===== src/core/wwdm_pkg.sv =====
// Constants for the window watchdog monitor
package wwdm_pkg;
    localparam int unsigned CLK_HZ          = 100_000_000;
    localparam int unsigned FAULT_PULSE_US  = 2000;   // Reset pulse, us
    localparam int unsigned ACT_DELAY_US    = 30000;  // Activation delay, us
    localparam int unsigned MAX_INTERVAL_US = 10000;  // Default window, us
    localparam int unsigned WINDOW_DIV      = 8;      // Min = max / 8
    localparam int unsigned CYC_PER_US      = CLK_HZ / 1_000_000;
    localparam int unsigned FAULT_PULSE_CYC = FAULT_PULSE_US * CYC_PER_US;
    localparam int unsigned ACT_DELAY_CYC   = ACT_DELAY_US * CYC_PER_US;
    localparam int unsigned MAX_INTERVAL_CYC = MAX_INTERVAL_US * CYC_PER_US;
    localparam int unsigned CNT_W           = 32;
    localparam logic [1:0]  SYNC_RESET      = 2'h0;
    localparam logic        RST_OUT_IDLE    = 1'b1;   // Reset output released
endpackage


===== src/core/wwdm_top.sv =====
// Window watchdog monitor: heartbeat spacing check and reset pulse
//
// Overview of operation
// - Measure rising-edge spacing, fault outside window.
// - Any fault drives reset low for pulse time.
// - Short spacing is fast, long is slow.
// - Max from resistor setting; min is max/8.
// - Watchdog idle unless enable pin is low.
// - Arm after both rails good for activation delay.
// - No edge in delay plus max: pulse, clear.
// - Repeat missing-edge pulse until edges resume.
`timescale 1ns/1ps
module wwdm_top #(
    parameter int unsigned FAULT_CYC = wwdm_pkg::FAULT_PULSE_CYC,
    parameter int unsigned ACT_CYC   = wwdm_pkg::ACT_DELAY_CYC
) (
    input  wire logic                        mclk,
    input  wire logic                        rstn,
    input  wire logic                        heartbeat_input,
    input  wire logic                        window_check_enable_low,
    input  wire logic                        rail_primary_good,
    input  wire logic                        rail_secondary_good,
    input  wire logic [wwdm_pkg::CNT_W-1:0]  max_interval_cycles,
    output logic                             reset_out_low,
    output logic                             fast_fault,
    output logic                             slow_fault,
    output logic                             fault_internal_flag,
    output logic                             watchdog_active
);
    import wwdm_pkg::*;

    // ------------------------------------------------------------------
    // Types
    // ------------------------------------------------------------------
    // OFF: disarmed; START: waiting for the first edge after arming or
    // after a fault; RUN: window checking; FAULT: reset pulse running
    typedef enum logic [1:0] {
        ST_OFF,
        ST_START,
        ST_RUN,
        ST_FAULT
    } wwdm_state_t;

    // All state of the block except the reset release flops: sync stages, counters and output flops
    typedef struct packed {
        logic [1:0]       hb_sync;
        logic [1:0]       en_sync;
        logic [1:0]       rp_sync;
        logic [1:0]       rs_sync;
        logic             hb_prev;
        wwdm_state_t      state;
        // Rail good time, then interval, wait or pulse time
        logic [CNT_W-1:0] rail_cnt;
        logic [CNT_W-1:0] cnt;
        // Output flops; the reset output is held at its pin level
        logic             rst_out_n;
        logic             fast;
        logic             slow;
        logic             flag;
        logic             active;
    } wwdm_regs_t;

    // ------------------------------------------------------------------
    // Internal signals
    // ------------------------------------------------------------------
    logic [1:0]  rst_sync_r;
    logic        rst_n;
    wwdm_regs_t  st_r;
    wwdm_regs_t  st_nxt;
    logic        hb_rise;
    logic        rails_ok;
    logic        armed;
    logic [CNT_W-1:0] min_cyc;
    logic [CNT_W-1:0] start_lim;
    logic [CNT_W-1:0] elapsed;

    // ------------------------------------------------------------------
    // Reset release
    // ------------------------------------------------------------------
    // Two flops release the asynchronous reset on a clock edge
    always_ff @(posedge mclk or negedge rstn) begin
        if (!rstn) begin
            rst_sync_r <= SYNC_RESET;
        end else begin
            rst_sync_r <= {rst_sync_r[0], 1'b1};
        end
    end
    // The rest of the design resets from the released copy
    assign rst_n = rst_sync_r[1];

    // ------------------------------------------------------------------
    // Window limits and qualifiers
    // ------------------------------------------------------------------
    // Rising edge taken from the second sync stage only
    assign hb_rise   = st_r.hb_sync[1] & ~st_r.hb_prev;
    // Both rails good and the enable pin low arm the watchdog
    assign rails_ok  = st_r.rp_sync[1] & st_r.rs_sync[1];
    assign armed     = ~st_r.en_sync[1] & rails_ok;
    // Minimum spacing is one eighth of the maximum; the division
    // truncates, so a maximum below eight cycles has no fast limit
    assign min_cyc   = max_interval_cycles / WINDOW_DIV;
    // The first edge may take the activation delay plus one window
    assign start_lim = CNT_W'(ACT_CYC) + max_interval_cycles;
    // Cycles since the last accepted edge or state change, this one in
    assign elapsed   = st_r.cnt + 1'b1;

    // ------------------------------------------------------------------
    // Next-state logic
    // ------------------------------------------------------------------
    always_comb begin
        st_nxt = st_r;
        // Two-flop synchronisers for the heartbeat, enable and rail pins
        st_nxt.hb_sync = {st_r.hb_sync[0], heartbeat_input};
        st_nxt.en_sync = {st_r.en_sync[0], window_check_enable_low};
        st_nxt.rp_sync = {st_r.rp_sync[0], rail_primary_good};
        st_nxt.rs_sync = {st_r.rs_sync[0], rail_secondary_good};
        st_nxt.hb_prev = st_r.hb_sync[1];
        // Fault strobes last one cycle
        st_nxt.fast    = 1'b0;
        st_nxt.slow    = 1'b0;
        // Rail good time, restarts on any dip
        if (!rails_ok) begin
            st_nxt.rail_cnt = '0;
        end else if (st_r.rail_cnt < CNT_W'(ACT_CYC)) begin
            st_nxt.rail_cnt = st_r.rail_cnt + 1'b1;
        end
        // Main sequence
        case (st_r.state)
            ST_OFF: begin
                // Interval counter held clear while disarmed; rail time keeps counting
                st_nxt.cnt = '0;
                st_nxt.rst_out_n = 1'b1;
                st_nxt.active = 1'b0;
                // Arm once the rails have been good for the whole delay
                if (armed && st_r.rail_cnt >= CNT_W'(ACT_CYC)) begin
                    st_nxt.state = ST_START;
                    st_nxt.active = 1'b1;
                end
            end
            ST_START: begin
                // Waiting for first edge after arming or after a fault
                // The first edge only restarts timing; it is not checked
                st_nxt.cnt = elapsed;
                if (hb_rise) begin
                    st_nxt.cnt = '0;
                    st_nxt.state = ST_RUN;
                end else if (elapsed >= start_lim) begin
                    st_nxt.slow = 1'b1;
                    st_nxt.cnt = '0;
                    st_nxt.rst_out_n = 1'b0;
                    st_nxt.flag = 1'b1;
                    st_nxt.state = ST_FAULT;
                end
            end
            ST_RUN: begin
                // An early edge is fast, a late or absent one slow
                st_nxt.cnt = elapsed;
                if (hb_rise && elapsed < min_cyc) begin
                    st_nxt.fast = 1'b1;
                end else if (hb_rise) begin
                    st_nxt.cnt = '0;
                end else if (elapsed >= max_interval_cycles) begin
                    st_nxt.slow = 1'b1;
                end
                // Either fault starts the reset pulse
                if (st_nxt.fast || st_nxt.slow) begin
                    st_nxt.cnt = '0;
                    st_nxt.rst_out_n = 1'b0;
                    st_nxt.flag = 1'b1;
                    st_nxt.state = ST_FAULT;
                end
            end
            ST_FAULT: begin
                // Hold reset low for the pulse, then re-arm the wait
                // Pulse length counts from the cycle the output went low
                st_nxt.cnt = elapsed;
                if (st_r.cnt >= CNT_W'(FAULT_CYC - 1)) begin
                    st_nxt.cnt = '0;
                    st_nxt.rst_out_n = 1'b1;
                    st_nxt.flag = 1'b0;
                    st_nxt.state = ST_START;
                end
            end
            // Unused state codes fall back to OFF
            default: begin
                st_nxt.state = ST_OFF;
            end
        endcase
        // Disable or rail loss stops the watchdog at once
        // An ongoing reset pulse is cut short and the output released
        if (!armed) begin
            st_nxt.state = ST_OFF;
            st_nxt.cnt = '0;
            st_nxt.rst_out_n = 1'b1;
            st_nxt.flag = 1'b0;
            st_nxt.active = 1'b0;
            st_nxt.fast = 1'b0;
            st_nxt.slow = 1'b0;
        end
    end

    // ------------------------------------------------------------------
    // State register
    // ------------------------------------------------------------------
    // Reset leaves the reset output released (high)
    always_ff @(posedge mclk or negedge rst_n) begin
        if (!rst_n) begin
            st_r <= '{state: ST_OFF, rst_out_n: RST_OUT_IDLE, default: '0};
        end else begin
            st_r <= st_nxt;
        end
    end

    // ------------------------------------------------------------------
    // Outputs straight from flip-flops
    // ------------------------------------------------------------------
    assign reset_out_low       = st_r.rst_out_n;
    assign fast_fault          = st_r.fast;
    assign slow_fault          = st_r.slow;
    assign fault_internal_flag = st_r.flag;
    assign watchdog_active     = st_r.active;
endmodule


===== config.mk =====
export PLATFORM = sky130hd
export DESIGN_NAME = wwdm_top
export DESIGN_NICKNAME = d
export VERILOG_FILES = /design/src/core/wwdm_pkg.sv /design/src/core/wwdm_top.sv
export SDC_FILE = /design/constraint.sdc
export NUM_CORES = 1
export LEC_CHECK = 0
export BUFFER_PORTS_ARGS = -buffer_cell sky130_fd_sc_hd__buf_2
export CORE_MARGIN = 2
export CORE_UTILIZATION = 50
export CTS_BUF_LIST = sky130_fd_sc_hd__clkbuf_16
export DETAILED_ROUTE_END_ITERATION = 6
export GPL_TIMING_DRIVEN = 0
export PLACE_DENSITY = 0.65
export SETUP_SLACK_MARGIN = 0.02
export SLEW_MARGIN = 20
export SYNTH_ARGS = -nofsm -noshare
export SYNTH_HDL_FRONTEND = slang
export SYNTH_SLANG_ARGS = --single-unit

===== constraint.sdc =====
create_clock -name mclk -period 3.8 [get_ports mclk]
set_clock_uncertainty 0.2 [all_clocks]
set_input_delay 0.38 -clock mclk [delete_from_list [all_inputs] [get_ports mclk]]
set_output_delay 0.38 -clock mclk [all_outputs]
set_load 0.05 [all_outputs]

==> results.txt, run 1 <==
----------------------------------------------------
[Status]
  Status ... complete, but fails checks
  Violated checks ... negative setup slack

[Critical path]
  R2R setup slack ... -140 ps
  Most common cell on crit path ... sky130_fd_sc_hd__nand4_1
  Kind of cell with the highest combined delay on the critical path ... simple AND/OR/NAND/NOR gates
  Delay of the slowest cell on the worst path ... roughly 430 ps
  Length in cells of the worst reg-to-reg path ... 16
  Critical Path RT ... 3870 ps
  Series of cell instances along the critical path ... nand4_1 > nor2_2 > and3_1 > and4_4 > nand3_4 > xnor2_4 > ha_4 > nand4_1 > nor4_2 > a22oi_1 > o211ai_1 > a41o_1 > a211oi_2 > buf_4 > a311o_1 > a21oi_2
  RR Startpoint ... st_r[24]
  CP Launch Type ... flop
  CP endpoint kind ... flop
  Reg2Reg Capture Point ... st_r[69]
  Cell type of the slowest stage on the worst timing path ... sky130_fd_sc_hd__dfrtp_1
  Worst Path Buf+Inv ... 1
  Arr. time, crit path ... 4020 ps
  CP Max Fanout ... 5
  Crit path kind ... flop to flop

[Yosys]
  Leading register cell type out of synthesis ... sky130_fd_sc_hd__dfrtp_1
  Synth Area per Inst ... 9.086 µm²
  Distinct cells, synth ... 57
  Number of synthesized flops with an enable pin ... 0
  Cell count after synthesis ... 692
  Most instantiated library cell after synthesis ... sky130_fd_sc_hd__ha_1
  Number of nets produced by synthesis ... 824
  Largest cells by area after synthesis ... sky130_fd_sc_hd__dfrtp_1, sky130_fd_sc_hd__ha_1, sky130_fd_sc_hd__xnor2_1
  Cell area after synthesis ... roughly 0.0063 mm²
  Cell types with the highest counts after synthesis ... sky130_fd_sc_hd__ha_1, sky130_fd_sc_hd__dfrtp_1, sky130_fd_sc_hd__nor2_1, sky130_fd_sc_hd__nand2_1, sky130_fd_sc_hd__xnor2_1
  Sequential element share of the synthesized area ... between 30% and 40%
  Cell accounting for the most synthesized area ... sky130_fd_sc_hd__dfrtp_1
  Register bit count reported by yosys ... between 80 and 90
  Fraction of registers with async set or reset after synthesis ... 100.0%
  Yosys synthesis warning count ... 0
  Top-area cell type share of the netlist area ... about a third

[STA]
  Slew Limit Fails ... 0
  Worst slew margin ... between 50% and 60%
  Measured slew at the worst slew-check pin ... 675.5 ps
  Total count of hold-check failures in the final report ... 0
  Total setup violations reported at the end of the flow ... 36
  Top achievable clock speed ... between 200 and 300 MHz
  Time the worst path needs with I/O delays and setup ... 3944 ps
  Period Utilization, post-route ... 103.8%
  Setup ws final ... -144.0 ps
  Unrepaired setup endpoints after global routing ... yes

[Floorplanning]
  Die height ... about 120 µm
  Width of the chip ... between 100 and 150 µm
  Total Die Area ... 0.01349 mm²
  IO Count ... 43
  Core Rows ... 40
  Starting density of the core ... roughly half
  Area of the core region ... 0.01216 mm²

[Power]
  PD cells ... around 240 mW/mm²
  Static power due to leakage ... 0.003827 µW
  Maximum VDD drop ... between 0.2 and 0.25 mV

[Detailed routing]
  Remaining DRCs ... 0
  Per-cell routed wire length ... 15.97 µm
  Antenna Violating Nets Remaining ... 0
  Drt initial violations ... 266
  Via density per instance ... 5.559
  Drt pass-1 iters ... 4
  Aggregate routed wire length ... approximately 15 mm
  Count of vias placed by the detailed router ... approximately 5400

[Global routing]
  Via count of the first global-routing pass ... 5373
  Antenna violations before repair ... 0
  Global-route usage over all layers ... 23.73%
  Global-route wire length before repair ... between 20 and 30 mm
  Pin count of the biggest net entering global routing ... 47
  Overflow left after global routing ... 0

[Placed design]
  Total half-perimeter wirelength after legalization and detailed placement ... around 11 mm
  Count of port buffers added during placement ... 42
  Final weighted congestion of routability-driven global placement ... 0.8559
  Area after detailed placement ... 0.006822 mm²

[Min path]
  Class of the most critical hold timing path ... flop to async pin

[Clocking]
  CTS HTree Levels ... 3
  Cts bufs inserted ... 9
  Buffer type at the clock tree root ... sky130_fd_sc_hd__clkbuf_16
  Clock slew seen by the registers of the worst setup and hold paths ... roughly 70 ps
  Source-to-sink clock delay at the later pin of the worst-skew pair ... 340 ps
  Clock sink count ... 82
  CTS tree ... yes
  Clock buffer depth ... 2

[Flow run]
  Reported max-cap violation count ... 0

[Cells and area]
  Antenna cells ... 0
  Fraction of layout cells with a size suffix above 1 ... about a quarter
  Finished Cell Area ... roughly 0.008 mm²
  Synthesis-to-layout area growth ... 27.46%
  Share of the core filled with cells ... 65.90%
  Final nets ... approximately 920

----------------------------------------------------
==> power breakdown <==
part,total [µW],internal [µW],switching (µW),leakage [µW]
Sequential,892,880,11.8,0.00109
Combinational,197,83.5,114,0.00259
Clock,853,462,392,0.000143
Total,1940,1430,517,0.00383
==> worst max-delay path by stage <==
stage | from | end | slack, ps | depth (start not counted)
final | st_r[24] | st_r[69] | -140 | 16
after global routing | st_r[6] | st_r[30] | -310 | 18
after CTS | st_r[6] | st_r[18] | -40 | 18
after detailed placement | max_interval_cycles[6] | st_r[34] | -1210 | 17
after global placement | max_interval_cycles[6] | st_r[32] | -1140 | 17
after floorplan | st_r[6] | fault_internal_flag | 30 | 15
==> flip-flops by register name, indices dropped and copies added, names as in the netlist <==
signal and count:
slow_fault 1, fault_internal_flag 1, st_nxt 5, reset_out_low 1, watchdog_active 1, rst_sync_r 2
st_r 70, fast_fault 1
==> kinds of logic after synthesis <==
logic type	after synthesis	share of synthesized area, %
AOI/OAI and AO/OA	105	10.63
xor gates and xnor gates	73	10.17
adders and majority gates	94	18.71
buffers and inverters	49	2.985
DFF	82	32.66
muxes	4	0.6368
other	1	0.05964
and+or+nand+nor	284	24.16
==> what timing repair did <==
action | in CTS | in global routing
pin swaps | 23 | 18
hold endpoints to repair | 6 | 0
cloned | 0 | 2
buffers inserted | 22 | 15
endpoints found under the setup margin | 38 | 36
gates resized for setup | 66 | 41
hold buffers | 5 | 0
==> placed cells by master (no fill, tap or decap), types with 5 or more instances in the layout <==
cell type	n
sky130_fd_sc_hd__a21oi_1	40
sky130_fd_sc_hd__a31oi_1	5
sky130_fd_sc_hd__and3_1	19
sky130_fd_sc_hd__buf_2	42
sky130_fd_sc_hd__buf_4	36
sky130_fd_sc_hd__clkbuf_16	11
sky130_fd_sc_hd__dfrtp_1	66
sky130_fd_sc_hd__dfrtp_2	14
sky130_fd_sc_hd__dlygate4sd3_1	5
sky130_fd_sc_hd__ha_1	88
sky130_fd_sc_hd__ha_4	6
sky130_fd_sc_hd__inv_1	41
sky130_fd_sc_hd__nand2_1	54
sky130_fd_sc_hd__nand3_1	31
sky130_fd_sc_hd__nand3_4	5
sky130_fd_sc_hd__nand4_1	17
sky130_fd_sc_hd__nor2_1	51
sky130_fd_sc_hd__nor2_2	7
sky130_fd_sc_hd__nor2b_1	32
sky130_fd_sc_hd__nor3_1	10
sky130_fd_sc_hd__nor3_2	6
sky130_fd_sc_hd__nor4_1	8
sky130_fd_sc_hd__o21a_1	5
sky130_fd_sc_hd__o21ai_0	17
sky130_fd_sc_hd__xnor2_1	39
sky130_fd_sc_hd__xnor2_2	10
sky130_fd_sc_hd__xor2_1	18
==> routing by layer <==
layer | up-vias | share of wire [%] | GRT usage (%)
met4 | 0 | 1.7 | 5.952
met1 | 2598 | 46 | 31.59
met2 | 75 | 50 | 40.97
met5 | - | 0 | 0
li1 | 2660 | - | -
met3 | 20 | 2.5 | 3.425
==> layout make-up <==
class                           instances  area, µm²
Timing Repair Buffer                   87      605.6
Buffer                                  6      73.82
Sequential cell                        82       2074
Inverter                               43      161.4
Clock inverter                          7      72.57
Fill cell                             976       4148
Clock buffer                            9      225.2
Multi-Input combinational cell        561       4591
Tap cell                              168      210.2
==> metrics by stage <==
step / setup WS, ps / cells / setup TNS [ps] / hold slack [ps] / power, µW
after floorplan: 30.78 / 692 / 0 / -115.6 / 1022
final: -144.0 / 963 / -3792 / 89.16 / 1942
after detailed placement: -1213 / 903 / -38790 / -30.55 / 1088
after CTS: -39.21 / 946 / -918.6 / 111.2 / 1955
after global routing: -307.2 / 963 / -10190 / 135.8 / 2034
after global placement: -1144 / 902 / -36360 / -33.41 / 1075
Power figures use the tool's default switching activity.
==> run 2, diff against run 1 <==
Settings changed: ABC_CLOCK_PERIOD_IN_PS set to 3800, CTS_BUF_LIST sky130_fd_sc_hd__clkbuf_16 to sky130_fd_sc_hd__clkbuf_8 sky130_fd_sc_hd__clkbuf_16, PLACE_DENSITY 0.65 to 0.68.
==> run 2 against run 1 <==
Effect of this change:
- the run still ends with negative setup slack left
- critical path type unchanged
- hold slack improved by 8.0 ps
- highest routed layer unchanged
- power increased by 2.4%
- sequential share of layout area decreased by 0.45 points
==> results.txt, run 2 (same netlist as run 1, synthesis figures left out) <==
----------------------------------------------------
[Floorplanning]
  Area of the core region ... 0.01216 mm² (unchanged)
  IO Count ... 43 (unchanged)
  Starting density of the core ... 51.70% (unchanged)
  Core Rows ... 40 (unchanged)
  Total Die Area ... 0.01349 mm² (unchanged)
  Die height ... 116.1 µm (unchanged)
  Width of the chip ... 116.1 µm (unchanged)

[Critical path]
  Critical Path RT ... 3820 ps (-50 ps)
  Length in cells of the worst reg-to-reg path ... 18 (+2)
  Most common cell on crit path ... sky130_fd_sc_hd__ha_4
  Series of cell instances along the critical path ... ha_4 > nand2_4 > nor4_4 > buf_4 > and4_4 > nand3_4 > xnor2_4 > ha_4 > nand4_1 > nor4_2 > a22oi_1 > o211ai_1 > a41o_2 > nor3_4 > o31ai_4 > buf_6 > clkbuf_16 > nor2b_1
  R2R setup slack ... -180 ps (-40 ps)
  CP Max Fanout ... 5 (unchanged)
  Reg2Reg Capture Point ... st_r[14]
  CP endpoint kind ... flop
  RR Startpoint ... st_r[6]
  CP Launch Type ... flop
  Crit path kind ... flop to flop
  Arr. time, crit path ... 4000 ps (-20 ps)
  Destination of the critical timing path ... st_r[14]
  Delay of the slowest cell on the worst path ... 430 ps (about the same)
  Cell type of the slowest stage on the worst timing path ... sky130_fd_sc_hd__dfrtp_1
  CP Launch Point ... st_r[6]

[Power]
  Maximum VDD drop ... 0.2689 mV (+12%)
  Static power due to leakage ... 0.003905 µW (+2.0%)
  PD cells ... 244.6 mW/mm² (+0.92%)

[STA]
  Time the worst path needs with I/O delays and setup ... 3980 ps (+35.93 ps)
  Period Utilization, post-route ... 104.7% (+0.95 points)
  Setup ws final ... -179.9 ps (-35.93 ps)
  Final hold slack ... 97.16 ps (+7.993 ps)
  Total count of hold-check failures in the final report ... 0 (unchanged)
  Unrepaired setup endpoints after global routing ... yes
  Worst slew margin ... 52.51% (-2.3 points)
  Measured slew at the worst slew-check pin ... 709.1 ps (+33.63 ps)
  Top achievable clock speed ... 251.3 MHz (-0.90%)
  Setup Total Neg Slack ... -5184 ps (-1392 ps)
  Total setup violations reported at the end of the flow ... 36 (unchanged)
  Slew Limit Fails ... 0 (unchanged)

[Status]
  Status ... complete, but fails checks
  Violated checks ... negative setup slack

[Placed design]
  Final weighted congestion of routability-driven global placement ... 0.8737 (+2.1%)
  Total half-perimeter wirelength after legalization and detailed placement ... 11.18 mm (about the same)
  Area after detailed placement ... 0.006814 mm² (-0.11%)
  Count of port buffers added during placement ... 42 (unchanged)

[Cells and area]
  Finished Cell Area ... 0.008130 mm² (+1.5%)
  Antenna cells ... 0 (unchanged)
  Commonest non-fill, non-tap cell in the layout ... sky130_fd_sc_hd__ha_1
  Reg with most FFs ... st_r
  Number of flip-flops under the largest register name ... 70 (unchanged)
  Leading cell types in the layout, fill and taps excluded ... sky130_fd_sc_hd__ha_1, sky130_fd_sc_hd__dfrtp_1, sky130_fd_sc_hd__nand2_1, sky130_fd_sc_hd__nor2_1, sky130_fd_sc_hd__buf_2
  Final nets ... 929 (+0.76%)
  Fill cell total of the finished layout ... 971 (-0.51%)
  Fraction of layout cells with a size suffix above 1 ... 26.31% (+0.27 points)
  Synthesis-to-layout area growth ... 29.31%

[Min path]
  Class of the most critical hold timing path ... flop to async pin

[Detailed routing]
  Per-cell routed wire length ... 16.71 µm (+4.6%)
  Post-route met1 wirelength ... 7.291 mm (+2.5%)
  Count of vias placed by the detailed router ... 5505 (+2.8%)
  Uppermost routed layer ... met4
  Remaining DRCs ... 0 (unchanged)
  Via density per instance ... 5.675 (+2.1%)
  Drt pass-1 iters ... 4 (unchanged)
  Aggregate routed wire length ... 16.21 mm (+5.4%)
  Sum of met3 wire segment lengths after detailed routing ... 545 µm (+45%)
  Antenna Violating Nets Remaining ... 0 (unchanged)
  Routed length on met2 ... 8.199 mm (+7.5%)
  Drt initial violations ... 300 (+13%)

[Clocking]
  CTS HTree Levels ... 3 (unchanged)
  Clock slew seen by the registers of the worst setup and hold paths ... 70 ps (about the same)
  Clock buffer depth ... 2 (unchanged)
  Clock sink count ... 82 (unchanged)
  Cts bufs inserted ... 9 (unchanged)
  CTS tree ... yes
  Source-to-sink clock delay at the later pin of the worst-skew pair ... 340 ps (about the same)
  Buffer type at the clock tree root ... sky130_fd_sc_hd__clkbuf_16

[Global routing]
  Global-route usage over all layers ... 24.26% (+0.54 points)
  Via count of the first global-routing pass ... 5503 (+2.4%)
  Overflow left after global routing ... 0 (unchanged)
  Antenna violations before repair ... 0 (unchanged)
  Pin count of the biggest net entering global routing ... 43 (-8.5%)
  Global-route wire length before repair ... 26.07 mm (+2.5%)

[Flow run]
  Reported max-cap violation count ... 0 (unchanged)

----------------------------------------------------
## run 2: cell types whose count changed in the layout (fill, tap and decap cells not counted), moves of 4 or more
cell	before	now
sky130_fd_sc_hd__dfrtp_2	14	9
sky130_fd_sc_hd__nand3_2	1	5
sky130_fd_sc_hd__dfrtp_1	66	71
sky130_fd_sc_hd__nor2b_4	1	6
## run 2: layout make-up
class | instances | area [µm²] | share of cell area (%)
buffer | 6 | 60.06 | 0.7387
sequential | 82 | 2068 | 25.44
timing repair buffer | 94 | 683.2 | 8.403
clock inverter | 7 | 83.83 | 1.031
inverter | 43 | 161.4 | 1.985
clock buffer | 9 | 225.2 | 2.770
multi-input combinational | 561 | 4638 | 57.05
tap | 168 | 210.2 | 2.585
## run 2: power breakdown
group	switching [µW]	total (µW)	internal, µW
sequential	12.8	893	880
combinational	114	198	83.7
clock	377	898	521
## run 2: repair_timing
action,in CTS,in global routing
gates cloned,1,2
setup endpoints to repair,38,37
hold buffers,5,0
setup buffers,24,19
pin swaps,25,28
hold endpoints to repair,6,0
resized for setup,69,46
## run 2: worst max-delay path: cells and delay by family (launching register included)
family          cells  cell delay (ps)
flops               1              430
simple gates        8             1300
compound gates      4              760
fa+ha+maj           2              470
xor+xnor            1              200
buf+inv             3              510
## run 2: how the worst min path moves through the flow
stage | start | endpoint | cells after the start
2_1_floorplan | rstn | rst_sync_r[0] | 0
3_3_place_gp | rstn | rst_sync_r[1] | 1
3_5_place_dp | rstn | rst_sync_r[1] | 1
4_1_cts | rst_sync_r[1] | st_r[59] | 0
5_1_grt | rst_sync_r[0] | rst_sync_r[1] | 0
6_report | rst_sync_r[1] | st_r[65] | 0
## run 2: per-layer routing
metal	vias up	global-route usage [%]
met3	14	3.684
met4	0	6.984
li1	2676	-
met1	2699	31.75
met2	116	41.95
met5	-	0
## run 2: metrics by stage
stage          total power [µW]  std cells  setup WS, ps  util, %
6_report                   1988        970        -179.9    66.85
5_1_grt                    2074        970        -388.1    66.85
4_1_cts                    2003        949        -69.05    63.53
3_5_place_dp               1089        903         -1145    56.03
3_3_place_gp               1074        902         -1114    55.83
2_1_floorplan              1022        692         30.78        -
==> run 3, diff against run 2 <==
==> constraint.sdc (replaced) <==
create_clock -name mclk -period 3.8 [get_ports mclk]
set_clock_uncertainty 0.2 [all_clocks]
set_input_delay 0.19 -clock mclk [delete_from_list [all_inputs] [get_ports mclk]]
set_output_delay 0.19 -clock mclk [all_outputs]
set_load 0.05 [all_outputs]
==> run 3 against run 2 <==
Effect of this change:
- combinational power about the same
- cell count is 0.10% higher
- critical path type unchanged
- die area is the same
- critical path depth decreased by 3
- power increased by 0.52%
- register-to-register slack got worse by 120 ps
- non-clock buffer count increased by 1
- the run still ends with negative setup slack left
- first-iteration DRC count increased by 46%
- worst setup slack got worse by 120 ps
- via count grew 2.3%
==> results.txt, run 3 (same netlist as run 1, synthesis figures left out) <==
----------------------------------------------------
[Floorplanning]
  Area of the core region ... 0.01216 mm² (unchanged)
  Core Rows ... 40 (unchanged)
  Width of the chip ... 116.1 µm (unchanged)
  Starting density of the core ... 51.70% (unchanged)
  IO Count ... 43 (unchanged)
  Die height ... 116.1 µm (unchanged)
  Total Die Area ... 0.01349 mm² (unchanged)

[Detailed routing]
  Via density per instance ... 5.797 (+2.1%)
  Antenna Violating Nets Remaining ... 0 (unchanged)
  Drt initial violations ... 438 (+46%)
  Aggregate routed wire length ... 17.13 mm (+5.7%)
  Remaining DRCs ... 0 (unchanged)
  Drt pass-1 iters ... 5 (+1)
  Per-cell routed wire length ... 17.64 µm (+5.6%)
  Count of vias placed by the detailed router ... 5629 (+2.3%)

[Cells and area]
  Finished Cell Area ... 0.008282 mm² (+1.9%)
  Synthesis-to-layout area growth ... 31.72%
  Reg with most FFs ... st_r
  Commonest non-fill, non-tap cell in the layout ... sky130_fd_sc_hd__ha_1
  Number of flip-flops under the largest register name ... 70 (unchanged)
  Share of the core filled with cells ... 68.10% (+1.2 points)
  Fraction of layout cells with a size suffix above 1 ... 27.52% (+1.2 points)
  Leading cell types in the layout, fill and taps excluded ... sky130_fd_sc_hd__ha_1, sky130_fd_sc_hd__dfrtp_1, sky130_fd_sc_hd__nor2_1, sky130_fd_sc_hd__nand2_1, sky130_fd_sc_hd__inv_1
  Final nets ... 930 (+0.11%)
  Antenna cells ... 0 (unchanged)

[Critical path]
  Critical Path RT ... 3860 ps (+40 ps)
  Arr. time, crit path ... 4170 ps (+170 ps)
  CP Max Fanout ... 4 (-1)
  CP endpoint kind ... flop
  RR Startpoint ... st_r[6]
  CP Launch Point ... st_r[6]
  Crit path kind ... flop to flop
  CP Launch Type ... flop

[Clocking]
  Buffer type at the clock tree root ... sky130_fd_sc_hd__clkbuf_16
  CTS HTree Levels ... 3 (unchanged)
  Clock slew seen by the registers of the worst setup and hold paths ... 70 ps (about the same)
  Clock buffer depth ... 2 (unchanged)
  CTS tree ... yes
  Source-to-sink clock delay at the later pin of the worst-skew pair ... 340 ps (about the same)
  Cts bufs inserted ... 9 (unchanged)
  Clock sink count ... 82 (unchanged)

[Status]
  Status ... complete, but fails checks
  Violated checks ... negative setup slack

[Power]
  Flop pwr share ... 44.7% (-0.2 points)
  Clock group share of total power ... 45.3% (about the same)
  Static power due to leakage ... 0.003939 µW (+0.88%)
  Net switching power ... 512.8 µW (+1.7%)
  Cell Int Power ... 1486 µW (+0.12%)
  PD cells ... 241.3 mW/mm² (-1.3%)
  Switching power as a share of total power ... 25.66% (+0.30 points)
  Combinational power share ... 10.0% (about the same)
  Pwr Total ... 1999 µW (+0.52%)
  Maximum VDD drop ... 0.1995 mV (-26%)

[STA]
  Slew Limit Fails ... 0 (unchanged)
  Top achievable clock speed ... 243.7 MHz (-3.0%)
  Period Utilization, post-route ... 108.0% (+3.2 points)
  Setup Total Neg Slack ... -7825 ps (-2641 ps)
  Worst slew margin ... 57.35% (+4.8 points)
  Total count of hold-check failures in the final report ... 0 (unchanged)
  Unrepaired setup endpoints after global routing ... yes
  Measured slew at the worst slew-check pin ... 636.7 ps (-72.36 ps)
  Time the worst path needs with I/O delays and setup ... 4103 ps (+122.8 ps)
  Setup ws final ... -302.7 ps (-122.8 ps)
  Total setup violations reported at the end of the flow ... 37 (+2.8%)

[Flow run]
  Reported max-cap violation count ... 0 (unchanged)

[Placed design]
  Final weighted congestion of routability-driven global placement ... 0.8582 (-1.8%)
  Area after detailed placement ... 0.006779 mm² (-0.51%)
  Total half-perimeter wirelength after legalization and detailed placement ... 11.38 mm (+1.7%)
  Count of port buffers added during placement ... 42 (unchanged)

[Global routing]
  Global-route usage over all layers ... 24.84% (+0.57 points)
  Antenna violations before repair ... 0 (unchanged)
  Via count of the first global-routing pass ... 5611 (+2.0%)
  Global-route wire length before repair ... 26.55 mm (+1.9%)
  Overflow left after global routing ... 0 (unchanged)
  Pin count of the biggest net entering global routing ... 48 (+12%)

[Min path]
  Class of the most critical hold timing path ... flop to async pin

----------------------------------------------------
-- run 3: routing by layer --
layer	GRT usage [%]	share of wire, %
met1	31.56	41
met4	6.667	2.3
met3	4.307	4.2
met2	43.94	53
met5	0	0
-- run 3: stage by stage --
stage	std cells	hold WS [ps]	setup WS, ps
6_report	971	96.15	-302.7
3_5_place_dp	903	-221.9	-1118
4_1_cts	949	106.8	-80.82
5_1_grt	971	141.8	-418.1
2_1_floorplan	692	-305.6	30.78
3_3_place_gp	902	-224.0	-1085
-- run 3: final timing paths --
kind / endpoint / slack, ps / depth (start not counted)
worst max register to register: fault_internal_flag / -300 / 15
min in group mclk: st_nxt[71] / 150 / 0
worst min register to register: st_r[6] / 100 / 0
max in group asynchronous: st_r[33] / 2700 / 1
worst min-delay path: st_r[6] / 100 / 0
worst max-delay path: fault_internal_flag / -300 / 15
-- run 3: power groups by stage --
stage	Clock [µW]	Sequential [µW]	Combinational [µW]
floorplan	0	911	108
global placement	0	916	155
detailed placement	0	909	176
CTS	915	893	191
global route	954	894	228
finish	906	893	200
-- run 3: critical path: stages, from the launching register on --
cell                       delay [ps]
sky130_fd_sc_hd__dfrtp_1          430
sky130_fd_sc_hd__buf_4            140
sky130_fd_sc_hd__nand3_2          130
sky130_fd_sc_hd__or2_2            350
sky130_fd_sc_hd__nor3_1           260
sky130_fd_sc_hd__xor2_1           120
sky130_fd_sc_hd__buf_4            160
sky130_fd_sc_hd__ha_1             290
sky130_fd_sc_hd__and4_1           300
sky130_fd_sc_hd__nand4b_1         250
sky130_fd_sc_hd__a311oi_4         440
sky130_fd_sc_hd__buf_4            190
sky130_fd_sc_hd__nor2_1            80
sky130_fd_sc_hd__o21a_1           240
sky130_fd_sc_hd__nor4_4           230
sky130_fd_sc_hd__mux2i_1          210
-- run 3: area by class of cell --
cell class	count	area [µm²]
buffer	6	73.82
clock buffer	9	225.2
clock inverter	7	83.83
fill	936	3880
inverter	43	161.4
multi-input combinational	561	4760
sequential	82	2072
tap	168	210.2
timing repair buffer	95	695.7
-- run 3: repair_timing --
| item | 4_1_cts | 5_1_grt |
|---|---|---|
| endpoints found under the setup margin | 38 | 37 |
| setup buffers | 22 | 23 |
| hold buffers | 6 | 0 |
| cloned | 2 | 1 |
| hold endpoints to repair | 6 | 0 |
| resized for setup | 73 | 67 |
| pin swaps | 32 | 33 |
